## src/shared/alarm_monitor_consts.svh

```systemverilog
// Offsets, field widths, reset values and timing counts of the alarm monitor
`ifndef ALARM_MONITOR_CONSTS_SVH
`define ALARM_MONITOR_CONSTS_SVH

`define CLK_HZ            20000000
`define TICK_MS           100
`define BATT_DELAY_MS     1000
`define ARM_DELAY_MS      5000
`define BIAS_DELAY_MS     10000

`define NUM_ALARMS        11
`define NUM_SETTINGS      9
`define ADDR_W            6
`define DATA_W            16

`define ADDR_ACTION_BASE  6'h00
`define ADDR_SETTING_BASE 6'h10
`define ADDR_ACTIVE       6'h20
`define ADDR_PENDING      6'h21
`define ADDR_ARMED        6'h22

`define FREQ_TOL          16'h0064

`define ACT_DEF_BATT_HIGH 3'h4
`define ACT_DEF_BATT_LOW  3'h4
`define ACT_DEF_SPD_FREQ  3'h6
`define ACT_DEF_SPD_BIAS  3'h2
`define ACT_DEF_VLT_BIAS  3'h2
`define ACT_DEF_SENSE     3'h4
`define ACT_DEF_ROTATION  3'h6
`define ACT_DEF_OV        3'h6
`define ACT_DEF_OV_PRE    3'h1
`define ACT_DEF_UV_PRE    3'h1
`define ACT_DEF_UV        3'h5

`define SET_DEF_BATT_HIGH 16'h0118
`define SET_DEF_BATT_LOW  16'h00B4
`define SET_DEF_ROTATION  16'h0032
`define SET_DEF_OV        16'h0258
`define SET_DEF_OV_PRE    16'h0226
`define SET_DEF_UV_PRE    16'h0190
`define SET_DEF_UV        16'h012C
`define SET_DEF_AL_DELAY  16'h0064
`define SET_DEF_PRE_DELAY 16'h0032

`endif

```

## src/shared/alarm_monitor_pkg.sv

```systemverilog
// Types shared by the alarm monitor and its bench
package alarm_monitor_pkg;

   typedef enum logic [2:0] {
      ACT_DISABLED = 3'h1,
      ACT_WARNING  = 3'h2,
      ACT_LEVEL3   = 3'h3,
      ACT_AUDIBLE  = 3'h4,
      ACT_SOFT     = 3'h5,
      ACT_HARD     = 3'h6
   } action_t;

   typedef enum logic [3:0] {
      AL_BATT_HIGH = 4'h0,
      AL_BATT_LOW  = 4'h1,
      AL_SPD_FREQ  = 4'h2,
      AL_SPD_BIAS  = 4'h3,
      AL_VLT_BIAS  = 4'h4,
      AL_SENSE     = 4'h5,
      AL_ROTATION  = 4'h6,
      AL_OV        = 4'h7,
      AL_OV_PRE    = 4'h8,
      AL_UV_PRE    = 4'h9,
      AL_UV        = 4'hA
   } alarm_id_t;

   typedef enum logic [3:0] {
      SET_BATT_HIGH = 4'h0,
      SET_BATT_LOW  = 4'h1,
      SET_ROTATION  = 4'h2,
      SET_OV        = 4'h3,
      SET_OV_PRE    = 4'h4,
      SET_UV_PRE    = 4'h5,
      SET_UV        = 4'h6,
      SET_AL_DELAY  = 4'h7,
      SET_PRE_DELAY = 4'h8
   } setting_id_t;

endpackage

```

## src/rtl/genset_alarm_monitor.sv

```systemverilog
// Generator protection monitor: qualified alarms with action codes and events
//
// Design decisions made here: the register offsets and the plain strobed port.
`timescale 1ns/100ps
`include "alarm_monitor_consts.svh"

module genset_alarm_monitor
   import alarm_monitor_pkg::*;
#(
   parameter int TICK_CYCLES = `CLK_HZ / 1000 * `TICK_MS
) (
   // Clock, reset, enable
   input  wire logic                   ref_clk,
   input  wire logic                   resetn,
   input  wire logic                   clk_en,
   // Register port
   input  wire logic [`ADDR_W-1:0]     reg_addr,
   input  wire logic [`DATA_W-1:0]     reg_wdata,
   input  wire logic                   reg_wr,
   input  wire logic                   reg_rd,
   output logic      [`DATA_W-1:0]     reg_rdata,
   // Engine measurements and state
   input  wire logic [15:0]            battery_voltage,
   input  wire logic                   starter_energized,
   input  wire logic                   at_rated_speed,
   input  wire logic [15:0]            generator_frequency,
   input  wire logic [15:0]            engine_frequency,
   input  wire logic                   speed_bias_at_min,
   input  wire logic                   speed_bias_at_max,
   input  wire logic                   voltage_bias_at_max_volt,
   input  wire logic                   voltage_bias_at_min_volt,
   input  wire logic                   voltage_bias_at_var_limit,
   input  wire logic                   sense_board_fault,
   // Generator measurements and state
   input  wire logic                   synchronizer_enabled,
   input  wire logic [6:0]             negative_sequence_pct,
   input  wire logic [15:0]            phase_a_voltage,
   input  wire logic [15:0]            phase_b_voltage,
   input  wire logic [15:0]            phase_c_voltage,
   input  wire logic                   single_phase,
   input  wire logic                   breaker_closed,
   // Alarm outputs
   output logic      [`NUM_ALARMS-1:0] alarm_active,
   output logic                        event_valid,
   output alarm_id_t                   event_id,
   output action_t                     event_action
);

   localparam int TICK_W = $clog2(TICK_CYCLES + 1);
   localparam logic [15:0] BATT_TICKS = 16'(`BATT_DELAY_MS / `TICK_MS);
   localparam logic [15:0] ARM_TICKS  = 16'(`ARM_DELAY_MS / `TICK_MS);
   localparam logic [15:0] BIAS_TICKS = 16'(`BIAS_DELAY_MS / `TICK_MS);
   localparam logic [TICK_W-1:0] TICK_LAST = TICK_W'(TICK_CYCLES - 1);

   logic [2:0]               action_reg [`NUM_ALARMS];
   logic [15:0]              setting_reg [`NUM_SETTINGS];
   logic [`NUM_ALARMS-1:0]   alarm_cond;
   logic [15:0]              alarm_limit [`NUM_ALARMS];
   logic [15:0]              timer_reg [`NUM_ALARMS];
   logic [`NUM_ALARMS-1:0]   active_reg;
   logic [`NUM_ALARMS-1:0]   active_prev_reg;
   logic [`NUM_ALARMS-1:0]   pending_reg;
   logic [`NUM_ALARMS-1:0]   pending_next;
   logic [`NUM_ALARMS-1:0]   rise;
   logic [`NUM_ALARMS-1:0]   action_enabled;
   logic [TICK_W-1:0]        tick_cnt_reg;
   logic                     tick;
   logic [15:0]              arm_cnt_reg;
   logic                     armed;
   logic [15:0]              v_max;
   logic [15:0]              v_min;
   logic [15:0]              v_ab_min;
   logic [15:0]              freq_diff;
   logic                     emit;
   logic [3:0]               emit_idx;
   logic [`DATA_W-1:0]       rdata_next;
   logic [`DATA_W-1:0]       rdata_reg;
   logic                     event_valid_reg;
   logic [3:0]               event_id_reg;
   logic [2:0]               event_action_reg;

   function automatic logic [2:0] action_default(input int idx);
      logic [2:0] val;
      case (idx)
         0:       val = `ACT_DEF_BATT_HIGH;
         1:       val = `ACT_DEF_BATT_LOW;
         2:       val = `ACT_DEF_SPD_FREQ;
         3:       val = `ACT_DEF_SPD_BIAS;
         4:       val = `ACT_DEF_VLT_BIAS;
         5:       val = `ACT_DEF_SENSE;
         6:       val = `ACT_DEF_ROTATION;
         7:       val = `ACT_DEF_OV;
         8:       val = `ACT_DEF_OV_PRE;
         9:       val = `ACT_DEF_UV_PRE;
         default: val = `ACT_DEF_UV;
      endcase
      return val;
   endfunction

   function automatic logic [15:0] setting_default(input int idx);
      logic [15:0] val;
      case (idx)
         0:       val = `SET_DEF_BATT_HIGH;
         1:       val = `SET_DEF_BATT_LOW;
         2:       val = `SET_DEF_ROTATION;
         3:       val = `SET_DEF_OV;
         4:       val = `SET_DEF_OV_PRE;
         5:       val = `SET_DEF_UV_PRE;
         6:       val = `SET_DEF_UV;
         7:       val = `SET_DEF_AL_DELAY;
         default: val = `SET_DEF_PRE_DELAY;
      endcase
      return val;
   endfunction

   ////////////////////////////////////////////////////////////////////////////
   // Register port

   // Settings change live; timers and alarms keep running
   always_ff @(posedge ref_clk or negedge resetn) begin
      if (!resetn) begin
         for (int i = 0; i < `NUM_ALARMS; i++) begin
            action_reg[i] <= action_default(i);
         end
         for (int i = 0; i < `NUM_SETTINGS; i++) begin
            setting_reg[i] <= setting_default(i);
         end
      end else if (clk_en && reg_wr) begin
         for (int i = 0; i < `NUM_ALARMS; i++) begin
            if (reg_addr == `ADDR_ACTION_BASE + 6'(i)) begin
               action_reg[i] <= reg_wdata[2:0];
            end
         end
         for (int i = 0; i < `NUM_SETTINGS; i++) begin
            if (reg_addr == `ADDR_SETTING_BASE + 6'(i)) begin
               setting_reg[i] <= reg_wdata;
            end
         end
      end
   end

   always_comb begin
      rdata_next = '0;
      for (int i = 0; i < `NUM_ALARMS; i++) begin
         if (reg_addr == `ADDR_ACTION_BASE + 6'(i)) begin
            rdata_next = {13'h0000, action_reg[i]};
         end
      end
      for (int i = 0; i < `NUM_SETTINGS; i++) begin
         if (reg_addr == `ADDR_SETTING_BASE + 6'(i)) begin
            rdata_next = setting_reg[i];
         end
      end
      if (reg_addr == `ADDR_ACTIVE) begin
         rdata_next = {5'h00, active_reg};
      end
      if (reg_addr == `ADDR_PENDING) begin
         rdata_next = {5'h00, pending_reg};
      end
      if (reg_addr == `ADDR_ARMED) begin
         rdata_next = {15'h0000, armed};
      end
   end

   // Read data stand only in the cycle after the strobe
   always_ff @(posedge ref_clk or negedge resetn) begin
      if (!resetn) begin
         rdata_reg <= '0;
      end else if (clk_en) begin
         rdata_reg <= reg_rd ? rdata_next : '0;
      end
   end

   assign reg_rdata = rdata_reg;

   ////////////////////////////////////////////////////////////////////////////
   // Time base: one tick per tenth of a second

   always_ff @(posedge ref_clk or negedge resetn) begin
      if (!resetn) begin
         tick_cnt_reg <= '0;
      end else if (clk_en) begin
         tick_cnt_reg <= tick ? '0 : tick_cnt_reg + 1'b1;
      end
   end

   assign tick = (tick_cnt_reg == TICK_LAST);

   // Rated speed must hold without a break before arming
   always_ff @(posedge ref_clk or negedge resetn) begin
      if (!resetn) begin
         arm_cnt_reg <= '0;
      end else if (clk_en) begin
         if (!at_rated_speed) begin
            arm_cnt_reg <= '0;
         end else if (tick && arm_cnt_reg < ARM_TICKS) begin
            arm_cnt_reg <= arm_cnt_reg + 16'h0001;
         end
      end
   end

   assign armed = at_rated_speed && (arm_cnt_reg >= ARM_TICKS);

   ////////////////////////////////////////////////////////////////////////////
   // Measurement conditioning

   always_comb begin
      v_max = phase_a_voltage;
      if (phase_b_voltage > v_max) begin
         v_max = phase_b_voltage;
      end
      if (phase_c_voltage > v_max) begin
         v_max = phase_c_voltage;
      end
   end

   assign v_ab_min = (phase_b_voltage < phase_a_voltage) ? phase_b_voltage : phase_a_voltage;
   assign v_min = single_phase ? phase_a_voltage :
                  ((phase_c_voltage < v_ab_min) ? phase_c_voltage : v_ab_min);
   assign freq_diff = (generator_frequency > engine_frequency) ?
                      (generator_frequency - engine_frequency) :
                      (engine_frequency - generator_frequency);

   ////////////////////////////////////////////////////////////////////////////
   // Alarm conditions and their qualifying delays

   always_comb begin
      alarm_cond[AL_BATT_HIGH] = !starter_energized &&
                                 (battery_voltage > setting_reg[SET_BATT_HIGH]);
      alarm_cond[AL_BATT_LOW]  = !starter_energized &&
                                 (battery_voltage < setting_reg[SET_BATT_LOW]);
      alarm_cond[AL_SPD_FREQ]  = armed && (freq_diff > `FREQ_TOL);
      alarm_cond[AL_SPD_BIAS]  = speed_bias_at_min || speed_bias_at_max;
      alarm_cond[AL_VLT_BIAS]  = voltage_bias_at_max_volt || voltage_bias_at_min_volt ||
                                 voltage_bias_at_var_limit;
      alarm_cond[AL_SENSE]     = sense_board_fault;
      alarm_cond[AL_ROTATION]  = synchronizer_enabled &&
                                 ({9'h000, negative_sequence_pct} >= setting_reg[SET_ROTATION]);
      alarm_cond[AL_OV]        = v_max > setting_reg[SET_OV];
      alarm_cond[AL_OV_PRE]    = v_max > setting_reg[SET_OV_PRE];
      alarm_cond[AL_UV_PRE]    = breaker_closed && (v_min < setting_reg[SET_UV_PRE]);
      alarm_cond[AL_UV]        = breaker_closed && (v_min < setting_reg[SET_UV]);
   end

   always_comb begin
      alarm_limit[AL_BATT_HIGH] = BATT_TICKS;
      alarm_limit[AL_BATT_LOW]  = BATT_TICKS;
      alarm_limit[AL_SPD_FREQ]  = 16'h0000;
      alarm_limit[AL_SPD_BIAS]  = BIAS_TICKS;
      alarm_limit[AL_VLT_BIAS]  = BIAS_TICKS;
      alarm_limit[AL_SENSE]     = 16'h0000;
      alarm_limit[AL_ROTATION]  = 16'h0000;
      alarm_limit[AL_OV]        = setting_reg[SET_AL_DELAY];
      alarm_limit[AL_OV_PRE]    = setting_reg[SET_PRE_DELAY];
      alarm_limit[AL_UV_PRE]    = setting_reg[SET_PRE_DELAY];
      alarm_limit[AL_UV]        = setting_reg[SET_AL_DELAY];
   end

   genvar g;
   generate
      for (g = 0; g < `NUM_ALARMS; g++) begin : g_alarm
         always_ff @(posedge ref_clk or negedge resetn) begin
            if (!resetn) begin
               timer_reg[g] <= '0;
            end else if (clk_en) begin
               if (!alarm_cond[g]) begin
                  timer_reg[g] <= '0;
               end else if (tick && timer_reg[g] < alarm_limit[g]) begin
                  timer_reg[g] <= timer_reg[g] + 16'h0001;
               end
            end
         end

         always_ff @(posedge ref_clk or negedge resetn) begin
            if (!resetn) begin
               active_reg[g]      <= 1'b0;
               active_prev_reg[g] <= 1'b0;
            end else if (clk_en) begin
               active_reg[g]      <= alarm_cond[g] && (timer_reg[g] >= alarm_limit[g]);
               active_prev_reg[g] <= active_reg[g];
            end
         end

         // Codes 1, 0 and 7 all keep the alarm silent
         assign action_enabled[g] = (action_reg[g] >= 3'h2) && (action_reg[g] <= 3'h6);
         assign rise[g] = active_reg[g] && !active_prev_reg[g] && action_enabled[g];
      end
   endgenerate

   assign alarm_active = active_reg & action_enabled;

   ////////////////////////////////////////////////////////////////////////////
   // Event emitter: lowest pending identity first

   always_comb begin
      emit     = 1'b0;
      emit_idx = 4'h0;
      for (int i = `NUM_ALARMS - 1; i >= 0; i--) begin
         if (pending_reg[i]) begin
            emit     = 1'b1;
            emit_idx = 4'(i);
         end
      end
   end

   // A new declaration beats the clear of the same bit
   always_comb begin
      pending_next = pending_reg;
      if (emit) begin
         pending_next[emit_idx] = 1'b0;
      end
      pending_next = (pending_next | rise) & action_enabled;
   end

   always_ff @(posedge ref_clk or negedge resetn) begin
      if (!resetn) begin
         pending_reg <= '0;
      end else if (clk_en) begin
         pending_reg <= pending_next;
      end
   end

   always_ff @(posedge ref_clk or negedge resetn) begin
      if (!resetn) begin
         event_valid_reg  <= 1'b0;
         event_id_reg     <= 4'h0;
         event_action_reg <= 3'h1;
      end else if (clk_en) begin
         event_valid_reg <= emit;
         if (emit) begin
            event_id_reg     <= emit_idx;
            event_action_reg <= action_reg[emit_idx];
         end
      end
   end

   assign event_valid  = event_valid_reg && clk_en;
   assign event_id     = alarm_id_t'(event_id_reg);
   assign event_action = action_t'(event_action_reg);

endmodule

```

## config.mk

```make
export PLATFORM = sky130hd
export DESIGN_NAME = genset_alarm_monitor
export DESIGN_NICKNAME = d
export VERILOG_FILES = /design/src/shared/alarm_monitor_pkg.sv /design/src/rtl/genset_alarm_monitor.sv
export VERILOG_INCLUDE_DIRS = /design/src /design/src/shared
export SDC_FILE = /design/constraint.sdc
export NUM_CORES = 1
export LEC_CHECK = 0
export ABC_AREA = 1
export BUFFER_PORTS_ARGS = -buffer_cell sky130_fd_sc_hd__buf_2
export CAP_MARGIN = 25
export CORE_UTILIZATION = 42
export DETAILED_ROUTE_END_ITERATION = 7
export GPL_TIMING_DRIVEN = 1
export PLACE_DENSITY = 0.65
export SLEW_MARGIN = 20
export SYNTH_ARGS = -nofsm -noshare
export SYNTH_HDL_FRONTEND = slang
export SYNTH_SLANG_ARGS = --single-unit
export TNS_END_PERCENT = 20
```

## constraint.sdc

```tcl
create_clock -name ref_clk -period 3.3 [get_ports ref_clk]
set_input_delay 0.33 -clock ref_clk [delete_from_list [all_inputs] [get_ports ref_clk]]
set_output_delay 0.33 -clock ref_clk [all_outputs]
set_load 0.01 [all_outputs]
```

==> metrics.yaml <==
status: "complete, but fails checks"
violations: "setup timing"
clk_latency_ns: 0.60
fin_skew_ns: 0.0175
hold_viol_final: 0
synth_fp_nets: 3797
grt.met1_usage_pct: 33.2
seq_area_frac_synth_pct: 38.4
r2r_end: "timer_reg[46]"
synthTopCellsByCount: "nand2_1 (694), inv_1 (513), o21ai_0 (381)"
synthTopCellsByArea: "dfrtp_1 (34%), ha_1 (12%), nand2_1 (10%)"
drt_pass1_iterations: 7
vias: 24300
switchingPower_w: 0.00469
core-area_um2: 61600
yosysWarningCount: 0
synth.avg_cell_area_um2: 7.70
report.final.slew_viol_count: 0
min_period_ns: 5.16
drv_cap: 0
ff2ff_path_depth: 22
end_kind: "flop"
hold_path_depth: 3
vias_per_cell: 5.22
required_ns: 3.79
die_y_um: 252
fin_hold_ws_ns: 0.0531
r2r_slack_ns: 0.14
place_congestion: 0.921
netlist_instances: 3397
gr-total-overflow: 0
finalSetupViolCount: 68
num_rows: 91
area_growth_pct: 24.0
ir_worst_vdd_uv: 385
startpoint_type: "input pin"
regArea_um2: 10000
multiInputGateArea_um2: 14600
cts-root-buf: "clkbuf_16"
drt-initial-drc-count: 1806
p_leak_nw: 15.6
synthArstFlopShare_pct: 100
intPower_w: 0.0102
clock_path_buffers: 3
clkTransAtPathRegs_ns: 0.06
synth_top_area_cell: "dfrtp_1"
htreeDepth: 2
drc: 0
synth_top_area_share_pct: 33.7
hp-class: "input pin to flop"
grtUsageTotal_pct: 24.2
grt-busiest-layer: "met2"
critical_path_class: "input pin to flop"
wl_per_cell_um: 16.6
relSlewSlack_pct: 35.1
antenna_found_initial: 5
ant_nets: 0
switching_share_pct: 31.5
grt_max_degree: 82
p_per_area_nw_per_um2: 459
cts_tree: "done"
dieWidth_um: 252
dp_slack_ns: -2.36
synth_edf_count: 0
ys.flop_type: "dfrtp_1"
cp_max_fo: 8
grt_pass1_wl_mm: 123
drive_above_1_share_pct: 19.4
holdCritStartpoint: "at_rated_speed"
slowest_delay_ns: 0.32
drt_wl_total_mm: 77.2
final_nets: 4190
share_clk_of_total_power_pct: 36.3
io_pins: 176
initial_utilization_pct: 42.5
fmax_mhz: 194
largest_reg_flops: 128
r2r_start: "setting_reg[65]"
rsz0062_at_grt: "yes"
cp_common_cell: "nand2_2"
yosysMostFrequentCell: "nand2_1"
cts_buffers: 46
crit_arrival_ns: 5.65
crit_path_start: "phase_a_voltage[11]"
die_area_um2: 63300
whs_endpoint: "arm_cnt_reg[0]"
clock_sinks: 399
grt_pass1_vias: 23200
fin_crit_sh_pct: 156
pwr-share-comb_pct: 26.0
port_buffers: 175
synth_cell_types: 65
yosys_register_bits: 399
cpMaxStageDelayCell: "ha_1"
hpwlAfterDp_mm: 58.0
worst_slew_pin_slew_ns: 0.971
finalWorstSetupSlack_ns: -1.86
p_seq_share_pct: 37.7
grt_use_met2_pct: 39.6
final.fill_count: 5853
syn_area_um2: 26200
grt_util_met3_pct: 3.95
cells in the final DEF (no fill, tap or decap), types with 18 or more instances in the layout:
cell type / n
ha_1: 235
o31ai_1: 23
xor2_1: 49
o21ai_2: 18
nor2_1: 284
o221ai_1: 18
dfstp_2: 47
o211ai_1: 22
a211oi_1: 30
nand2_1: 669
ha_4: 21
inv_1: 494
nor3_1: 53
nand2_2: 24
nand4_1: 79
a21oi_1: 191
buf_2: 163
o21ai_1: 20
nor4_1: 18
nand3_1: 85
o21ai_0: 341
clkbuf_16: 48
dfrtp_1: 352
buf_4: 240
what timing repair did:
item                                    4_1_cts  5_1_grt
cloned                                        4        3
buffers inserted                             32       17
hold endpoints to repair                     57        0
gates resized for setup                      94       99
endpoints found under the setup margin       68       68
pin swaps                                    39       60
hold buffers                                  2        0
cells by family after synthesis:
group / synth area share (%)
muxes: 0.153
AOI/OAI and AO/OA: 17.0
DFF: 38.4
adders and majority gates: 12.4
and+or+nand+nor: 21.2
xor gates and xnor gates: 1.87
buffers and inverters: 8.94
metal layers:
layer	vias to the layer above	share of wire [%]
li1	12200	-
met1	11400	46
met2	686	46
met3	116	6.3
met4	2	2.2
met5	-	0.016
how the worst max path moves through the flow:
stage               endpoint  slack (ns)  cells past startpoint
2_1_floorplan  timer_reg[46]       -1.69                     44
3_3_place_gp   timer_reg[46]       -2.17                     42
3_5_place_dp   timer_reg[46]       -2.36                     42
4_1_cts        timer_reg[45]       -1.63                     43
5_1_grt        timer_reg[47]       -2.12                     39
6_report       timer_reg[46]       -1.86                     43
per-stage QoR:
stage / cell area (um^2) / cells / util, % / TNS (ns) / power [W]
after floorplan: 26500 / 3397 / - / -85.75 / 0.00776
after global placement: 29600 / 4523 / 48.1 / -130.97 / 0.00901
after detailed placement: 29600 / 4523 / 48.1 / -137.00 / 0.00909
after CTS: 31900 / 4645 / 51.8 / -88.58 / 0.0148
after global routing: 32500 / 4663 / 52.7 / -120.85 / 0.0157
final: 32500 / 4665 / 52.7 / -98.97 / 0.0149
critical path: cells and delay by family:
kind            cells  cell delay, ns
simple gates       24            2.60
compound gates     10            1.16
fa+ha+maj           3            0.85
buf+inv             6            0.66
layout make-up:
cell class                 count  share of cell area (%)
timing repair buffer         435                    9.66
multi-input combinational   2387                    45.1
inverter                     521                    6.14
tap                          837                    3.23
antenna                        2                  0.0154
clock inverter                19                   0.806
sequential                   399                    30.9
clock buffer                  65                    4.17
power by group through the flow:
stage,registers [W],logic [W],clock network [W]
floorplan,0.00562,0.00214,0
global placement,0.00568,0.00333,0
detailed placement,0.00569,0.00340,0
CTS,0.00561,0.00368,0.00549
global route,0.00567,0.00436,0.00568
finish,0.00562,0.00387,0.00540
No activity file was read; power rests on OpenSTA's default activity.
